<file path="config.mk">
export PLATFORM = sky130hd
export DESIGN_NAME = tio_trigger_io
export DESIGN_NICKNAME = d
export VERILOG_FILES = /design/src/tio_pkg.sv /design/src/tio_ms_tick.sv /design/src/tio_in_qual.sv /design/src/tio_trigger_io.sv
export SDC_FILE = /design/constraint.sdc
export NUM_CORES = 1
export LEC_CHECK = 0
export BUFFER_PORTS_ARGS = -buffer_cell sky130_fd_sc_hd__buf_2
export CORE_ASPECT_RATIO = 0.6
export CORE_MARGIN = 2
export CORE_UTILIZATION = 50
export CTS_CLUSTER_SIZE = 16
export DETAILED_ROUTE_END_ITERATION = 8
export GPL_ROUTABILITY_DRIVEN = 0
export GPL_TIMING_DRIVEN = 0
export HOLD_SLACK_MARGIN = 0.1
export PLACE_DENSITY = 0.74
export SLEW_MARGIN = 20
export SYNTH_ARGS = -nofsm -noshare
export SYNTH_HDL_FRONTEND = slang
export SYNTH_SLANG_ARGS = --single-unit
export TNS_END_PERCENT = 10
</file>
<file path="constraint.sdc">
create_clock -name clk_i -period 3.1 [get_ports clk_i]
set_input_delay 0.31 -clock clk_i [delete_from_list [all_inputs] [get_ports clk_i]]
set_output_delay 0.31 -clock clk_i [all_outputs]
set_load 0.1 [all_outputs]
</file>
<file path="src/tio_pkg.sv">
package tio_pkg;
  // clock and time base
  localparam int unsigned CLK_HZ       = 10_000_000;
  localparam int unsigned TICK_MS      = 1;        // time base period, ms
  localparam int unsigned CYC_PER_MS   = CLK_HZ / 1000 * TICK_MS;
  localparam logic [5:0]  IN_WIDTH_DEF = 6'h05;    // 5 ms when width field is 0
  localparam logic [5:0]  WIDTH_MAX    = 6'h3c;    // 60 ms
  localparam logic [15:0] FSET_MIN     = 16'h1194; // 45.00 Hz in 0.01 Hz
  localparam logic [15:0] FSET_MAX     = 16'hc350; // 500.00 Hz in 0.01 Hz
  localparam logic [15:0] FSET_RST     = 16'h1388; // 50.00 Hz
  localparam logic [3:0]  SLOT_MAX     = 4'h9;     // presets zero to nine
  // register byte offsets
  localparam logic [7:0]  OFS_IN_CFG   = 8'h00;
  localparam logic [7:0]  OFS_SETPT    = 8'h04;
  localparam logic [7:0]  OFS_OUT_CFG  = 8'h08;
  localparam logic [7:0]  OFS_CMD_STAT = 8'h0c;
  // field positions
  localparam int unsigned IN_ACT_LSB   = 0;
  localparam int unsigned IN_STATE_BIT = 4;
  localparam int unsigned IN_SLOT_LSB  = 8;
  localparam int unsigned IN_WID_LSB   = 16;
  localparam int unsigned SP_V_LSB     = 0;
  localparam int unsigned SP_F_LSB     = 16;
  localparam int unsigned OUT_SRC_LSB  = 0;
  localparam int unsigned OUT_LVL_BIT  = 4;
  localparam int unsigned OUT_WID_LSB  = 8;
  localparam int unsigned CMD_IN_BIT   = 0;
  localparam int unsigned CMD_OUT_BIT  = 1;
  localparam int unsigned ST_PIN_BIT   = 8;
  localparam int unsigned ST_OUT_BIT   = 9;
  localparam int unsigned ST_TEST_BIT  = 10;
  // ahb encodings
  localparam logic [1:0]  HTRANS_NONSEQ = 2'h2;
  localparam logic [1:0]  HTRANS_SEQ    = 2'h3;

  typedef enum logic [2:0] {
    TIO_ACT_NONE    = 3'b000,
    TIO_ACT_OUTPUT  = 3'b001,
    TIO_ACT_SETTING = 3'b010,
    TIO_ACT_PRESET  = 3'b011,
    TIO_ACT_TRANS   = 3'b100
  } tio_action_t;

  typedef enum logic [2:0] {
    TIO_SRC_NONE    = 3'b000,
    TIO_SRC_OUTPUT  = 3'b001,
    TIO_SRC_SETTING = 3'b010,
    TIO_SRC_PRESET  = 3'b011,
    TIO_SRC_ALL     = 3'b100
  } tio_source_t;

  // instrument events, one-cycle pulses or held levels
  typedef struct packed {
    logic output_chg;
    logic setting_chg;
    logic preset_load;
    logic preset_save;
  } tio_ev_t;

  // actions issued toward the instrument
  typedef struct packed {
    logic        out_set;
    logic        out_state;
    logic        sp_apply;
    logic [15:0] vset;
    logic [15:0] fset;
    logic        pre_load;
    logic [3:0]  slot;
    logic        transient_event_action;
    logic        remote_trig;
  } tio_cmd_t;

  // clamp a width to 60 ms
  function automatic logic [5:0] clamp_width(input logic [5:0] w);
    clamp_width = (w > WIDTH_MAX) ? WIDTH_MAX : w;
  endfunction : clamp_width
endpackage : tio_pkg

</file>
<file path="src/tio_ms_tick.sv">
`timescale 1ns/10ps
module tio_ms_tick #(
  parameter int unsigned MS_CYCLES = tio_pkg::CYC_PER_MS
) (
  input  wire logic clk_i,   // system clock
  input  wire logic rst_n_i, // async reset, low
  output logic      tick_o   // one-cycle pulse each ms
);
  typedef struct packed {
    logic [15:0] cnt;
    logic        tick;
  } tio_tick_st_t;

  tio_tick_st_t st_reg;
  tio_tick_st_t st_next;

  // free running divider
  always_comb begin
    st_next      = st_reg;
    st_next.tick = 1'b0;
    if (st_reg.cnt == 16'(MS_CYCLES - 1)) begin
      st_next.cnt  = 16'h0000;
      st_next.tick = 1'b1;
    end else begin
      st_next.cnt = st_reg.cnt + 16'h0001;
    end
  end

  always_ff @(posedge clk_i or negedge rst_n_i) begin
    if (!rst_n_i) st_reg <= '0;
    else          st_reg <= st_next;
  end

  assign tick_o = st_reg.tick;
endmodule : tio_ms_tick

</file>
<file path="src/tio_in_qual.sv">
`timescale 1ns/10ps
module tio_in_qual (
  input  wire logic       clk_i,      // system clock
  input  wire logic       rst_n_i,    // async reset, low
  input  wire logic       pin_i,      // raw trigger input pin
  input  wire logic       tick_i,     // ms tick
  input  wire logic [5:0] width_ms_i, // effective minimum width
  output logic            level_o,    // filtered pin level
  output logic            pulse_o     // one-cycle qualified trigger
);
  typedef struct packed {
    logic [2:0] sync;
    logic       level;
    logic [6:0] hi_ms;
    logic       fired;
    logic       pulse;
  } tio_qual_st_t;

  tio_qual_st_t st_reg;
  tio_qual_st_t st_next;

  // three-stage sync, level moves only when stages two and three agree
  always_comb begin
    st_next       = st_reg;
    st_next.pulse = 1'b0;
    st_next.sync  = {st_reg.sync[1:0], pin_i};
    if (st_reg.sync[1] == st_reg.sync[2]) st_next.level = st_reg.sync[2];
    if (!st_reg.level) begin
      st_next.hi_ms = 7'h00;
      st_next.fired = 1'b0;
    end else if (tick_i && !st_reg.fired) begin
      // one extra tick covers the unknown tick phase at the rising edge
      if (st_reg.hi_ms == {1'b0, width_ms_i}) begin
        st_next.fired = 1'b1;
        st_next.pulse = 1'b1;
      end else begin
        st_next.hi_ms = st_reg.hi_ms + 7'h01;
      end
    end
  end

  always_ff @(posedge clk_i or negedge rst_n_i) begin
    if (!rst_n_i) st_reg <= '0;
    else          st_reg <= st_next;
  end

  assign level_o = st_reg.level;
  assign pulse_o = st_reg.pulse;
endmodule : tio_in_qual

</file>
<file path="src/tio_trigger_io.sv">
// Functional notes
// simulation or sequence mode ignores trigger config
// input triggers only when pin is high
// action none: no effect, remote trigger accepted
// action output: force output to chosen state
// action setting: apply voltage and clamped frequency
// action preset: load chosen slot zero to nine
// action surge/dip: request transient event start
// input must stay high minimum width
// source none: no events, remote still works
// source output: activate on output on/off
// source setting: activate on setting change
// source preset: activate on load or save
// source all: activate on any event
// width 1..60 ms gives exact pulse
// width 0 gives static level, chosen polarity
// polarity ignored in pulse width mode
// new event restarts running output pulse
// ms tick timing and synchronised input pin
//
// Local design decisions: the address map and the AHB-Lite register port.
`timescale 1ns/10ps
module tio_trigger_io #(
  parameter int unsigned MS_CYCLES = tio_pkg::CYC_PER_MS
) (
  input  wire logic             clk_i,       // system clock, 10 MHz
  input  wire logic             rst_n_i,     // async reset, low
  input  wire logic             hsel,        // ahb slave select
  input  wire logic [31:0]      haddr,       // ahb address
  input  wire logic [1:0]       htrans,      // ahb transfer type
  input  wire logic             hwrite,      // ahb write
  input  wire logic [2:0]       hsize,       // ahb size
  input  wire logic [31:0]      hwdata,      // ahb write data
  input  wire logic             hready,      // ahb bus ready
  output logic                  hreadyout,   // ahb slave ready
  output logic [31:0]           hrdata,      // ahb read data
  output logic                  hresp,       // ahb response, always okay
  input  wire logic             trig_in_i,   // trigger input pin
  output logic                  trig_out_o,  // trigger output pin
  input  wire logic             test_mode_i, // simulation or sequence running
  input  wire tio_pkg::tio_ev_t ev_i,        // instrument events
  output tio_pkg::tio_cmd_t     cmd_o        // actions to the instrument
);
  typedef struct packed {
    logic [2:0]  in_action;
    logic        in_state;
    logic [3:0]  in_slot;
    logic [5:0]  in_width;
    logic [15:0] vset;
    logic [15:0] fset;
    logic [2:0]  out_source;
    logic        out_level_hi;
    logic [5:0]  out_width;
    logic        d_write;
    logic [7:0]  d_addr;
    logic [31:0] rdata;
    logic        pulse_on;
    logic [5:0]  pulse_ms;
    logic [15:0] pulse_sub;
    logic        pin;
    tio_pkg::tio_cmd_t cmd;
  } tio_st_t;

  tio_st_t     st_reg;
  tio_st_t     st_next;
  logic        tick;
  logic        in_level;
  logic        in_pulse;
  logic [5:0]  in_width_eff;
  logic        addr_ok;
  logic        sw_in_trig;
  logic        sw_out_trig;
  logic        src_hit;
  logic        src_level;
  logic [31:0] rd_mux;

  tio_ms_tick #(
    .MS_CYCLES (MS_CYCLES)
  ) u_tick (
    .clk_i   (clk_i),
    .rst_n_i (rst_n_i),
    .tick_o  (tick)
  );

  // zero selects the default 5 ms minimum
  assign in_width_eff = (st_reg.in_width == 6'h00) ? tio_pkg::IN_WIDTH_DEF
                                                  : st_reg.in_width;

  tio_in_qual u_qual (
    .clk_i      (clk_i),
    .rst_n_i    (rst_n_i),
    .pin_i      (trig_in_i),
    .tick_i     (tick),
    .width_ms_i (in_width_eff),
    .level_o    (in_level),
    .pulse_o    (in_pulse)
  );

  // address phase qualifier, zero wait state slave
  assign addr_ok = hsel && hready &&
                   (htrans == tio_pkg::HTRANS_NONSEQ || htrans == tio_pkg::HTRANS_SEQ);

  // command strobes from a write data phase
  assign sw_in_trig  = st_reg.d_write && st_reg.d_addr == tio_pkg::OFS_CMD_STAT &&
                       hwdata[tio_pkg::CMD_IN_BIT];
  assign sw_out_trig = st_reg.d_write && st_reg.d_addr == tio_pkg::OFS_CMD_STAT &&
                       hwdata[tio_pkg::CMD_OUT_BIT];

  // source selection, used both as a pulse restart on every active cycle and as level for width 0
  always_comb begin
    case (tio_pkg::tio_source_t'(st_reg.out_source))
      tio_pkg::TIO_SRC_NONE:    src_hit = 1'b0;
      tio_pkg::TIO_SRC_OUTPUT:  src_hit = ev_i.output_chg;
      tio_pkg::TIO_SRC_SETTING: src_hit = ev_i.setting_chg;
      tio_pkg::TIO_SRC_PRESET:  src_hit = ev_i.preset_load | ev_i.preset_save;
      tio_pkg::TIO_SRC_ALL:     src_hit = |ev_i;
      default:                  src_hit = 1'b0;
    endcase
    src_level = src_hit && !test_mode_i;
  end

  // read mux, captured at address phase so hrdata leaves a flop
  always_comb begin
    rd_mux = 32'h0000_0000;
    case (haddr[7:0])
      tio_pkg::OFS_IN_CFG: begin
        rd_mux[tio_pkg::IN_ACT_LSB +: 3]  = st_reg.in_action;
        rd_mux[tio_pkg::IN_STATE_BIT]     = st_reg.in_state;
        rd_mux[tio_pkg::IN_SLOT_LSB +: 4] = st_reg.in_slot;
        rd_mux[tio_pkg::IN_WID_LSB +: 6]  = st_reg.in_width;
      end
      tio_pkg::OFS_SETPT: begin
        rd_mux[tio_pkg::SP_V_LSB +: 16] = st_reg.vset;
        rd_mux[tio_pkg::SP_F_LSB +: 16] = st_reg.fset;
      end
      tio_pkg::OFS_OUT_CFG: begin
        rd_mux[tio_pkg::OUT_SRC_LSB +: 3] = st_reg.out_source;
        rd_mux[tio_pkg::OUT_LVL_BIT]      = st_reg.out_level_hi;
        rd_mux[tio_pkg::OUT_WID_LSB +: 6] = st_reg.out_width;
      end
      tio_pkg::OFS_CMD_STAT: begin
        rd_mux[tio_pkg::ST_PIN_BIT]  = in_level;
        rd_mux[tio_pkg::ST_OUT_BIT]  = st_reg.pin;
        rd_mux[tio_pkg::ST_TEST_BIT] = test_mode_i;
      end
      default: rd_mux = 32'h0000_0000;
    endcase
  end

  // next state: bus, input action, output pin
  always_comb begin
    st_next = st_reg;
    st_next.cmd.out_set                = 1'b0;
    st_next.cmd.sp_apply               = 1'b0;
    st_next.cmd.pre_load               = 1'b0;
    st_next.cmd.transient_event_action = 1'b0;
    st_next.cmd.remote_trig            = 1'b0;

    // bus address phase
    st_next.d_write = addr_ok && hwrite;
    if (addr_ok) begin
      st_next.d_addr = haddr[7:0];
      st_next.rdata  = hwrite ? 32'h0000_0000 : rd_mux;
    end

    // bus data phase writes; out-of-range slot, width and frequency values clamp to the legal range
    if (st_reg.d_write) begin
      case (st_reg.d_addr)
        tio_pkg::OFS_IN_CFG: begin
          st_next.in_action = hwdata[tio_pkg::IN_ACT_LSB +: 3];
          st_next.in_state  = hwdata[tio_pkg::IN_STATE_BIT];
          st_next.in_slot   = (hwdata[tio_pkg::IN_SLOT_LSB +: 4] > tio_pkg::SLOT_MAX)
                              ? tio_pkg::SLOT_MAX
                              : hwdata[tio_pkg::IN_SLOT_LSB +: 4];
          st_next.in_width  = tio_pkg::clamp_width(hwdata[tio_pkg::IN_WID_LSB +: 6]);
        end
        tio_pkg::OFS_SETPT: begin
          st_next.vset = hwdata[tio_pkg::SP_V_LSB +: 16];
          if (hwdata[tio_pkg::SP_F_LSB +: 16] < tio_pkg::FSET_MIN)
            st_next.fset = tio_pkg::FSET_MIN;
          else if (hwdata[tio_pkg::SP_F_LSB +: 16] > tio_pkg::FSET_MAX)
            st_next.fset = tio_pkg::FSET_MAX;
          else
            st_next.fset = hwdata[tio_pkg::SP_F_LSB +: 16];
        end
        tio_pkg::OFS_OUT_CFG: begin
          st_next.out_source   = hwdata[tio_pkg::OUT_SRC_LSB +: 3];
          st_next.out_level_hi = hwdata[tio_pkg::OUT_LVL_BIT];
          st_next.out_width    = tio_pkg::clamp_width(hwdata[tio_pkg::OUT_WID_LSB +: 6]);
        end
        default: ;
      endcase
    end

    // remote trigger is always accepted, whatever the action setting
    st_next.cmd.remote_trig = sw_in_trig;

    // qualified pin pulse runs the selected action, not in test modes
    if (in_pulse && !test_mode_i) begin
      case (tio_pkg::tio_action_t'(st_reg.in_action))
        tio_pkg::TIO_ACT_NONE: ;
        tio_pkg::TIO_ACT_OUTPUT: begin
          st_next.cmd.out_set   = 1'b1;
          st_next.cmd.out_state = st_reg.in_state;
        end
        tio_pkg::TIO_ACT_SETTING: begin
          st_next.cmd.sp_apply = 1'b1;
          st_next.cmd.vset     = st_reg.vset;
          st_next.cmd.fset     = st_reg.fset;
        end
        tio_pkg::TIO_ACT_PRESET: begin
          st_next.cmd.pre_load = 1'b1;
          st_next.cmd.slot     = st_reg.in_slot;
        end
        tio_pkg::TIO_ACT_TRANS: st_next.cmd.transient_event_action = 1'b1;
        default: ;
      endcase
    end

    // output pulse timer: cycle-exact, so restarts are not tied to the tick
    if (st_reg.out_width != 6'h00 && ((src_level) || sw_out_trig)) begin
      st_next.pulse_on  = 1'b1;
      st_next.pulse_ms  = st_reg.out_width;
      st_next.pulse_sub = 16'(MS_CYCLES - 1);
    end else if (st_reg.pulse_on) begin
      if (st_reg.pulse_sub != 16'h0000) begin
        st_next.pulse_sub = st_reg.pulse_sub - 16'h0001;
      end else if (st_reg.pulse_ms == 6'h01) begin
        st_next.pulse_on = 1'b0;
      end else begin
        st_next.pulse_ms  = st_reg.pulse_ms - 6'h01;
        st_next.pulse_sub = 16'(MS_CYCLES - 1);
      end
    end
    if (st_reg.out_width == 6'h00) st_next.pulse_on = 1'b0;

    // pin: pulse high in width mode, polarity only in static mode
    if (st_reg.out_width != 6'h00)
      st_next.pin = st_next.pulse_on;
    else if (test_mode_i)
      st_next.pin = 1'b0;
    else
      st_next.pin = (src_level || sw_out_trig) ? st_reg.out_level_hi
                                               : !st_reg.out_level_hi;
  end

  always_ff @(posedge clk_i or negedge rst_n_i) begin
    if (!rst_n_i) begin
      st_reg          <= '0;
      st_reg.fset     <= tio_pkg::FSET_RST;
      st_reg.cmd.fset <= tio_pkg::FSET_RST;
    end else begin
      st_reg <= st_next;
    end
  end

  // outputs
  assign hreadyout  = 1'b1;
  assign hresp      = 1'b0;
  assign hrdata     = st_reg.rdata;
  assign trig_out_o = st_reg.pin;
  assign cmd_o      = st_reg.cmd;

  // checks
  localparam int FIRE_LO = 1;
  localparam int FIRE_HI = 2;

  chk_test_mode_quiet: assert property (@(posedge clk_i) disable iff (!rst_n_i)
    $past(test_mode_i) |-> !(cmd_o.out_set || cmd_o.sp_apply || cmd_o.pre_load ||
                             cmd_o.transient_event_action))
    else $error("action issued in test mode");

  chk_pin_high_only: assert property (@(posedge clk_i) disable iff (!rst_n_i)
    in_pulse |-> $past(in_level))
    else $error("trigger qualified while pin low");

  chk_none_no_act: assert property (@(posedge clk_i) disable iff (!rst_n_i)
    (in_pulse && st_reg.in_action == tio_pkg::TIO_ACT_NONE) |=> !cmd_o.out_set &&
      !cmd_o.sp_apply && !cmd_o.pre_load && !cmd_o.transient_event_action)
    else $error("action taken with action none");

  chk_output_state: assert property (@(posedge clk_i) disable iff (!rst_n_i)
    (in_pulse && !test_mode_i && st_reg.in_action == tio_pkg::TIO_ACT_OUTPUT)
      |=> cmd_o.out_set && cmd_o.out_state == $past(st_reg.in_state))
    else $error("output action wrong");

  chk_fset_range: assert property (@(posedge clk_i) disable iff (!rst_n_i)
    cmd_o.sp_apply |-> cmd_o.fset >= tio_pkg::FSET_MIN && cmd_o.fset <= tio_pkg::FSET_MAX)
    else $error("frequency setpoint out of range");

  chk_slot_range: assert property (@(posedge clk_i) disable iff (!rst_n_i)
    cmd_o.pre_load |-> cmd_o.slot <= tio_pkg::SLOT_MAX)
    else $error("preset slot out of range");

  chk_trans_req: assert property (@(posedge clk_i) disable iff (!rst_n_i)
    (in_pulse && !test_mode_i && st_reg.in_action == tio_pkg::TIO_ACT_TRANS)
      |-> ##[FIRE_LO:FIRE_HI] cmd_o.transient_event_action)
    else $error("transient request missing");

  chk_src_none: assert property (@(posedge clk_i) disable iff (!rst_n_i)
    (st_reg.out_source == tio_pkg::TIO_SRC_NONE && st_reg.out_width != 6'h00 &&
     !trig_out_o && !sw_out_trig) |=> !trig_out_o)
    else $error("pin pulsed with source none");

  chk_pulse_start: assert property (@(posedge clk_i) disable iff (!rst_n_i)
    (src_level && st_reg.out_width != 6'h00) |=> trig_out_o [*2])
    else $error("output pulse did not start");

  chk_pulse_restart: assert property (@(posedge clk_i) disable iff (!rst_n_i)
    (src_level && st_reg.pulse_on && st_reg.out_width != 6'h00)
      |=> st_reg.pulse_ms == $past(st_reg.out_width))
    else $error("pulse not restarted");

  chk_static_level: assert property (@(posedge clk_i) disable iff (!rst_n_i)
    (st_reg.out_width == 6'h00 && st_next.out_width == 6'h00 && src_level)
      |=> trig_out_o == $past(st_reg.out_level_hi))
    else $error("static level wrong polarity");

  chk_src_output: assert property (@(posedge clk_i) disable iff (!rst_n_i)
    (st_reg.out_source == tio_pkg::TIO_SRC_OUTPUT && ev_i.output_chg && !test_mode_i &&
     st_reg.out_width != 6'h00) |=> trig_out_o)
    else $error("output change did not fire pin");

  chk_src_setting: assert property (@(posedge clk_i) disable iff (!rst_n_i)
    (st_reg.out_source == tio_pkg::TIO_SRC_SETTING && ev_i.setting_chg && !test_mode_i &&
     st_reg.out_width != 6'h00) |=> trig_out_o)
    else $error("setting change did not fire pin");

  chk_src_preset: assert property (@(posedge clk_i) disable iff (!rst_n_i)
    (st_reg.out_source == tio_pkg::TIO_SRC_PRESET && (ev_i.preset_load || ev_i.preset_save) &&
     !test_mode_i && st_reg.out_width != 6'h00) |=> trig_out_o)
    else $error("preset event did not fire pin");

  chk_src_all: assert property (@(posedge clk_i) disable iff (!rst_n_i)
    (st_reg.out_source == tio_pkg::TIO_SRC_ALL && (|ev_i) && !test_mode_i &&
     st_reg.out_width != 6'h00) |=> trig_out_o)
    else $error("event did not fire pin with source all");

  // polarity must not leak into pulse mode: idle stays low whatever the level bit
  chk_pulse_idle_low: assert property (@(posedge clk_i) disable iff (!rst_n_i)
    (st_reg.out_width != 6'h00 && !st_reg.pulse_on && !src_level && !sw_out_trig)
      |=> !trig_out_o)
    else $error("pin not low between pulses");

  // level may only rise after the pin stood high in stages two and three
  chk_in_sync: assert property (@(posedge clk_i) disable iff (!rst_n_i)
    $rose(in_level) |-> $past(trig_in_i, 3) && $past(trig_in_i, 4))
    else $error("input level rose without a settled high pin");

  cov_in_action: cover property (@(posedge clk_i) disable iff (!rst_n_i) in_pulse);
  cov_out_pulse: cover property (@(posedge clk_i) disable iff (!rst_n_i)
    st_reg.pulse_on ##1 !st_reg.pulse_on);
  cov_restart:   cover property (@(posedge clk_i) disable iff (!rst_n_i)
    src_level && st_reg.pulse_on);
  cov_static:    cover property (@(posedge clk_i) disable iff (!rst_n_i)
    st_reg.out_width == 6'h00 && src_level);
endmodule : tio_trigger_io

</file>
Yosys cells after proc, flatten, opt, wreduce, memory -nomap -nowiden

Cells that the tools add are included.

Reductions and logical operators: 33
Bitwise operators: 1
Eq/ne operators: 26
$lt $le $gt $ge: 5
Multiplexer cells: 40
Add/sub/neg operators: 4

Operators by type and width:

| kind                                                          | number |
|---|---|
| 2-to-1 mux 16 bit                                             | 4 |
| 2-to-1 mux 23 bit                                             | 2 |
| 2-to-1 mux 41 bit                                             | 1 |
| 2-to-1 mux 33 bit                                             | 1 |
| == test 8 x 4 -> 1 bit (second input constant)                | 4 |
| 2-to-1 mux 32 bit                                             | 1 |
| 2-to-1 mux 22 bit                                             | 1 |
| 2-to-1 mux 6 bit                                              | 3 |
| AND reduction 2 bit                                           | 9 |
| adder 16 x 1 -> 16 bit (second input constant)                | 1 |
| == test 16 x 14 -> 1 bit (second input constant)              | 1 |
| == test 8 x 3 -> 1 bit (second input constant)                | 2 |
| greater-than comparator 16 bit (second input constant)        | 1 |
| logical NOT 8 bit                                             | 2 |
| less-than comparator 16 x 13 -> 1 bit (second input constant) | 1 |
| nonzero test 16 bit                                           | 1 |
| subtractor 16 x 1 -> 16 bit (second input constant)           | 1 |
| 2-to-1 mux 7 bit                                              | 2 |
| == test 3 x 2 -> 1 bit (second input constant)                | 4 |
| greater-than comparator 6 bit (second input constant)         | 2 |
| logical NOT 6 bit                                             | 2 |
| case mux 3 bit (4 select lines)                               | 1 |
| case mux 6 bit (2 select lines)                               | 1 |
| logical AND 1 bit                                             | 10 |
| other kinds (30)                                              | 51 |

Register bits after elaboration: 193
Logic and storage cells: 141

Depth between registers and ports, before layout

Depth in word-level cells: 8
Gate-level depth with buffers: 7

By module

From an unflattened synthesis, not the netlist that was laid out.

Cells, all modules: 877
Area, all modules: 9226.3 um^2

By module, submodules not included:

| module         | area an instance (um^2) | instances | cells an instance | sequential area each (um^2) |
|---|---|---|---|---|
| tio_trigger_io | 7697.4                  | 1         | 737               | 4091.4 |
| tio_ms_tick    | 822.0                   | 1         | 74                | 425.4 |
| tio_in_qual    | 706.9                   | 1         | 66                | 325.3 |

Worst setup path after synthesis

Ideal clock, no wire load.

Path kind: flip-flop to flip-flop
Start point: register st_reg[45] (netlist bit)
End point: register st_reg[52] (netlist bit)
Stages on the path, launching flop included: 7
Buffers on the path: 1
Path slack: 0.976 ns
Library setup time: 0.124 ns
Clock period less this slack: 2.124 ns
Arrival time: 2.000 ns
Path through: dfrtp_1 or3_4 or3b_1 buf_2 or2_4 o31a_1 a211o_1

Word-level cells in the longest chain between the ends: 4
Elaborated cells between the ends (all ways): 7
Those cells by class: add/sub: 1; eq/ne: 1; mux: 3; reduce/logical: 2

RTL lines:

| item                                                               | line                                         | RTL |
|---|---|---|
| start: declaration                                                 | tio_trigger_io.sv:64                         | `tio_st_t st_reg;` |
| start signal: assignment                                           | tio_trigger_io.sv:253                        | `st_reg <= st_next;` |
| subtractor 16 x 1 -> 16 bit or nonzero test 16 bit (tied branches) | tio_trigger_io.sv:227, tio_trigger_io.sv:226 |  |
| 2-to-1 mux 16 bit                                                  | tio_trigger_io.sv:226                        | `if (st_reg.pulse_sub != 16'h0000) begin` |
| 2-to-1 mux 23 bit                                                  | tio_trigger_io.sv:225                        | `end else if (st_reg.pulse_on) begin` |
| 2-to-1 mux 23 bit                                                  | tio_trigger_io.sv:221                        | `if (st_reg.out_width != 6'h00 && ((src_level) \|\| sw_out_trig)) begin` |

Several ways; a longest one is shown, not always the timed one. The select of a mux whose other input is x is not followed.
A chain may end at the register's enable or synchronous reset.

Worst setup path after layout

Start point: register st_reg[43] (netlist bit)
End point: register st_reg[44] (netlist bit)

Same word-level chain as after synthesis.

==> results.md <==
- DRC viols: 0
- TritonRoute pass-1 iters: 5
- Post-synth cell types: 75
- Cell Rows: 38
- CP arrival: 3.00 ns
- Synth Area per Inst: 10.75 sq um
- Outcome: finished clean
- Register area: 4842 sq um
- Global route overflow: 0
- Worst-path cell chain: inv_1 > ha_1 > nor3b_2 > nand2_1 > o31ai_1 > a22o_1 > nand2_1
- Commonest cells in the netlist: dfrtp_1 (183), nand2_1 (131), buf_4 (76)
- # IOs: 157
- Drt initial violations: 705
- CTS clk-pin slew, worst paths: 0.08 ns
- Fin area: 10770 sq um
- Minimum clock period after layout: 2.714 ns
- Largest register FFs: 88
- Largest net degree at the start of global routing: 100
- Detailed placer's ending HPWL: 15.76 mm
- Crit path required time: 3.39 ns
- Final Skew: 0.01702 ns
- #FFs+latches synth: 193
- Post-CTS Setup Inserts: 0
- Leak pwr: 5.341 nW
- Rel. slew slack: 24.10%
- Starting Density: 50.73%
- Final setup margin: 0.3864 ns
- Mapped cell area: 9094 sq um
- Area after DPL: 10090 sq um
- Antenna Nets Post-Route: 0
- Post-synth EDFFs: 0
- Leading post-synthesis cells by cell area: dfrtp_1 (50%), mux2_2 (6.8%), buf_4 (6.3%)
- Yosys Warn Count: 0
- Share of cells above drive strength 1: 32.06%
- Final net count: 1089
- Synth Flop Type: dfrtp_1
- Final Setup Violations: 0
- Fmax: 0.3685 GHz
- Vias per inst: 5.530
- Worst skew pair latency: 0.43 ns
- Crit path top cell by count: nand2_1
- Worst slack at placement: 0.4975 ns
- Fin. Hold Viols: 0
- Sequential share of the synthesized area: 53.25%
- Asr flop ratio synth: 100.0%
- Placed Cells: 1214
- DRT Wirelength: 21.88 mm
- First-pass GRT wire length: 34.49 mm
- Pwr Density: 553.3 nW/um^2
- Clock Sinks: 193
- Area of the core: 17920 sq um
- Combined area of the multi-input logic cells: 3458 sq um
- Fin. max-slew vios: 0
- Max_cap viols: 0
- Total die area: 19320 sq um
- DIE WIDTH: 178.1 um
- FILL cells: 1506
- RSZ-0062 raised after global routing: no
- Total Routing Usage GR: 23.42%
- Clock buffer depth: 2
- Die Ht: 108.5 um
- WL per Instance: 17.41 um
- CTS tree: yes
- Crit path max-delay cell type: o31ai_1
- Antenna violations before repair: 0
- Count leader, synth: dfrtp_1
- Area grow syn2layout: 18.41%
- WS Path Type: flip-flop to flip-flop
- CTS buffer count: 17
- Worst slew pin tran: 1.129 ns
- CP max stage delay: 0.99 ns
- Max VDD drop: 0.3677 mV
- Vias: 6951
- Crit. End Element: flip-flop
- Tightest Hold Check Type: primary input to flip-flop
- Worst Path Max Fanout: 7
- Clk root buf: clkbuf_16
- Syn nets: 931
- Area share of the largest cell type after synthesis: 50.36%
- Synthesized instance count: 846
- Period utilisation layout: 87.54%
- Cell taking the most area after synthesis: dfrtp_1
- Vias in the first global route: 6532
- H-tree levels: 4
- Element type at the critical path start: flip-flop
- Non-filler cells in the finished layout: 1257
- Port Buffers: 126
- Antenna cells: 0
-- cells in the final DEF (no fill, tap or decap), types with 20 or more instances in the layout --
cell / n
a21oi_1: 23
a22o_1: 28
buf_2: 129
buf_4: 76
clkbuf_1: 22
dfrtp_1: 183
inv_1: 23
mux2_2: 55
nand2_1: 131
nand3_1: 20
nor2_1: 40
o21ai_0: 33
-- worst paths after layout --
| kind | startpoint | to | slack [ns] | cells past startpoint |
|---|---|---|---|---|
| setup / recovery | st_reg[43] | st_reg[44] | 0.39 | 7 |
| min in group asynchronous | rst_n_i | st_reg[55] | 0.46 | 3 |
| hold / removal | hwdata[2] | st_reg[135] | 0.13 | 3 |
| hold reg to reg | u_qual.st_next[11] | u_qual.st_next[12] | 0.38 | 0 |
| max in group asynchronous | rst_n_i | st_reg[125] | 1.75 | 4 |
| setup reg to reg | st_reg[43] | st_reg[44] | 0.39 | 7 |
-- routing by layer --
metal | track usage, % | share of wire (%)
met1 | 37.34 | 49
met2 | 32.53 | 42
met3 | 3.692 | 7.0
met4 | 6.967 | 1.3
met5 | 0 | 0
-- power by group --
| group | internal [mW] | switching (mW) | leakage, nW | total (mW) |
|---|---|---|---|---|
| registers | 2.77 | 0.258 | 2.40 | 3.03 |
| logic | 0.350 | 0.436 | 2.67 | 0.786 |
| clock network | 1.07 | 1.07 | 0.275 | 2.14 |
-- area by class of cell --
type,instances,area share (%)
Tap cell,240,2.789
Multi-Input combinational cell,525,32.12
Sequential cell,193,44.97
Buffer,105,6.565
Clock buffer,18,3.986
Inverter,23,0.8018
Timing Repair Buffer,139,7.483
Clock inverter,14,1.290
-- metrics by stage --
step | total power [mW] | utilization [%] | hold WS (ns) | TNS (ns)
after floorplan | 3.522 | - | 0.01441 | 0
after detailed placement | 3.834 | 56.29 | 0.3588 | 0
after global routing | 6.232 | 60.07 | 0.1379 | 0
after CTS | 5.984 | 60.07 | 0.1191 | 0
after global placement | 3.779 | 55.93 | 0.3592 | -258.35
final | 5.958 | 60.07 | 0.1276 | 0
-- cells by family after synthesis --
family	after synthesis	share of synthesized area, %
simple gates	289	15.53
flops	193	53.25
buf+inv	128	8.723
mux	66	8.434
compound gates	137	10.77
other cells	2	0.08258
xor+xnor	25	2.408
fa+ha+maj	6	0.7980
-- critical path: cells and delay by family (launching register included) --
kind | cells | cell delay, ns
adder cells (fa/ha/maj) | 1 | 0.16
buffers and inverters | 1 | 0.07
AO/OA/AOI/OAI | 2 | 1.27
flip-flops | 1 | 0.41
AND/OR/NAND/NOR | 3 | 0.68
-- timing repair --
item	4_1_cts	5_1_grt
resized for setup	0	0
endpoints found under the hold margin	105	0
endpoints found under the setup margin	0	0
hold buffers	11	0
Note: power is estimated with default switching activity, not from simulation.
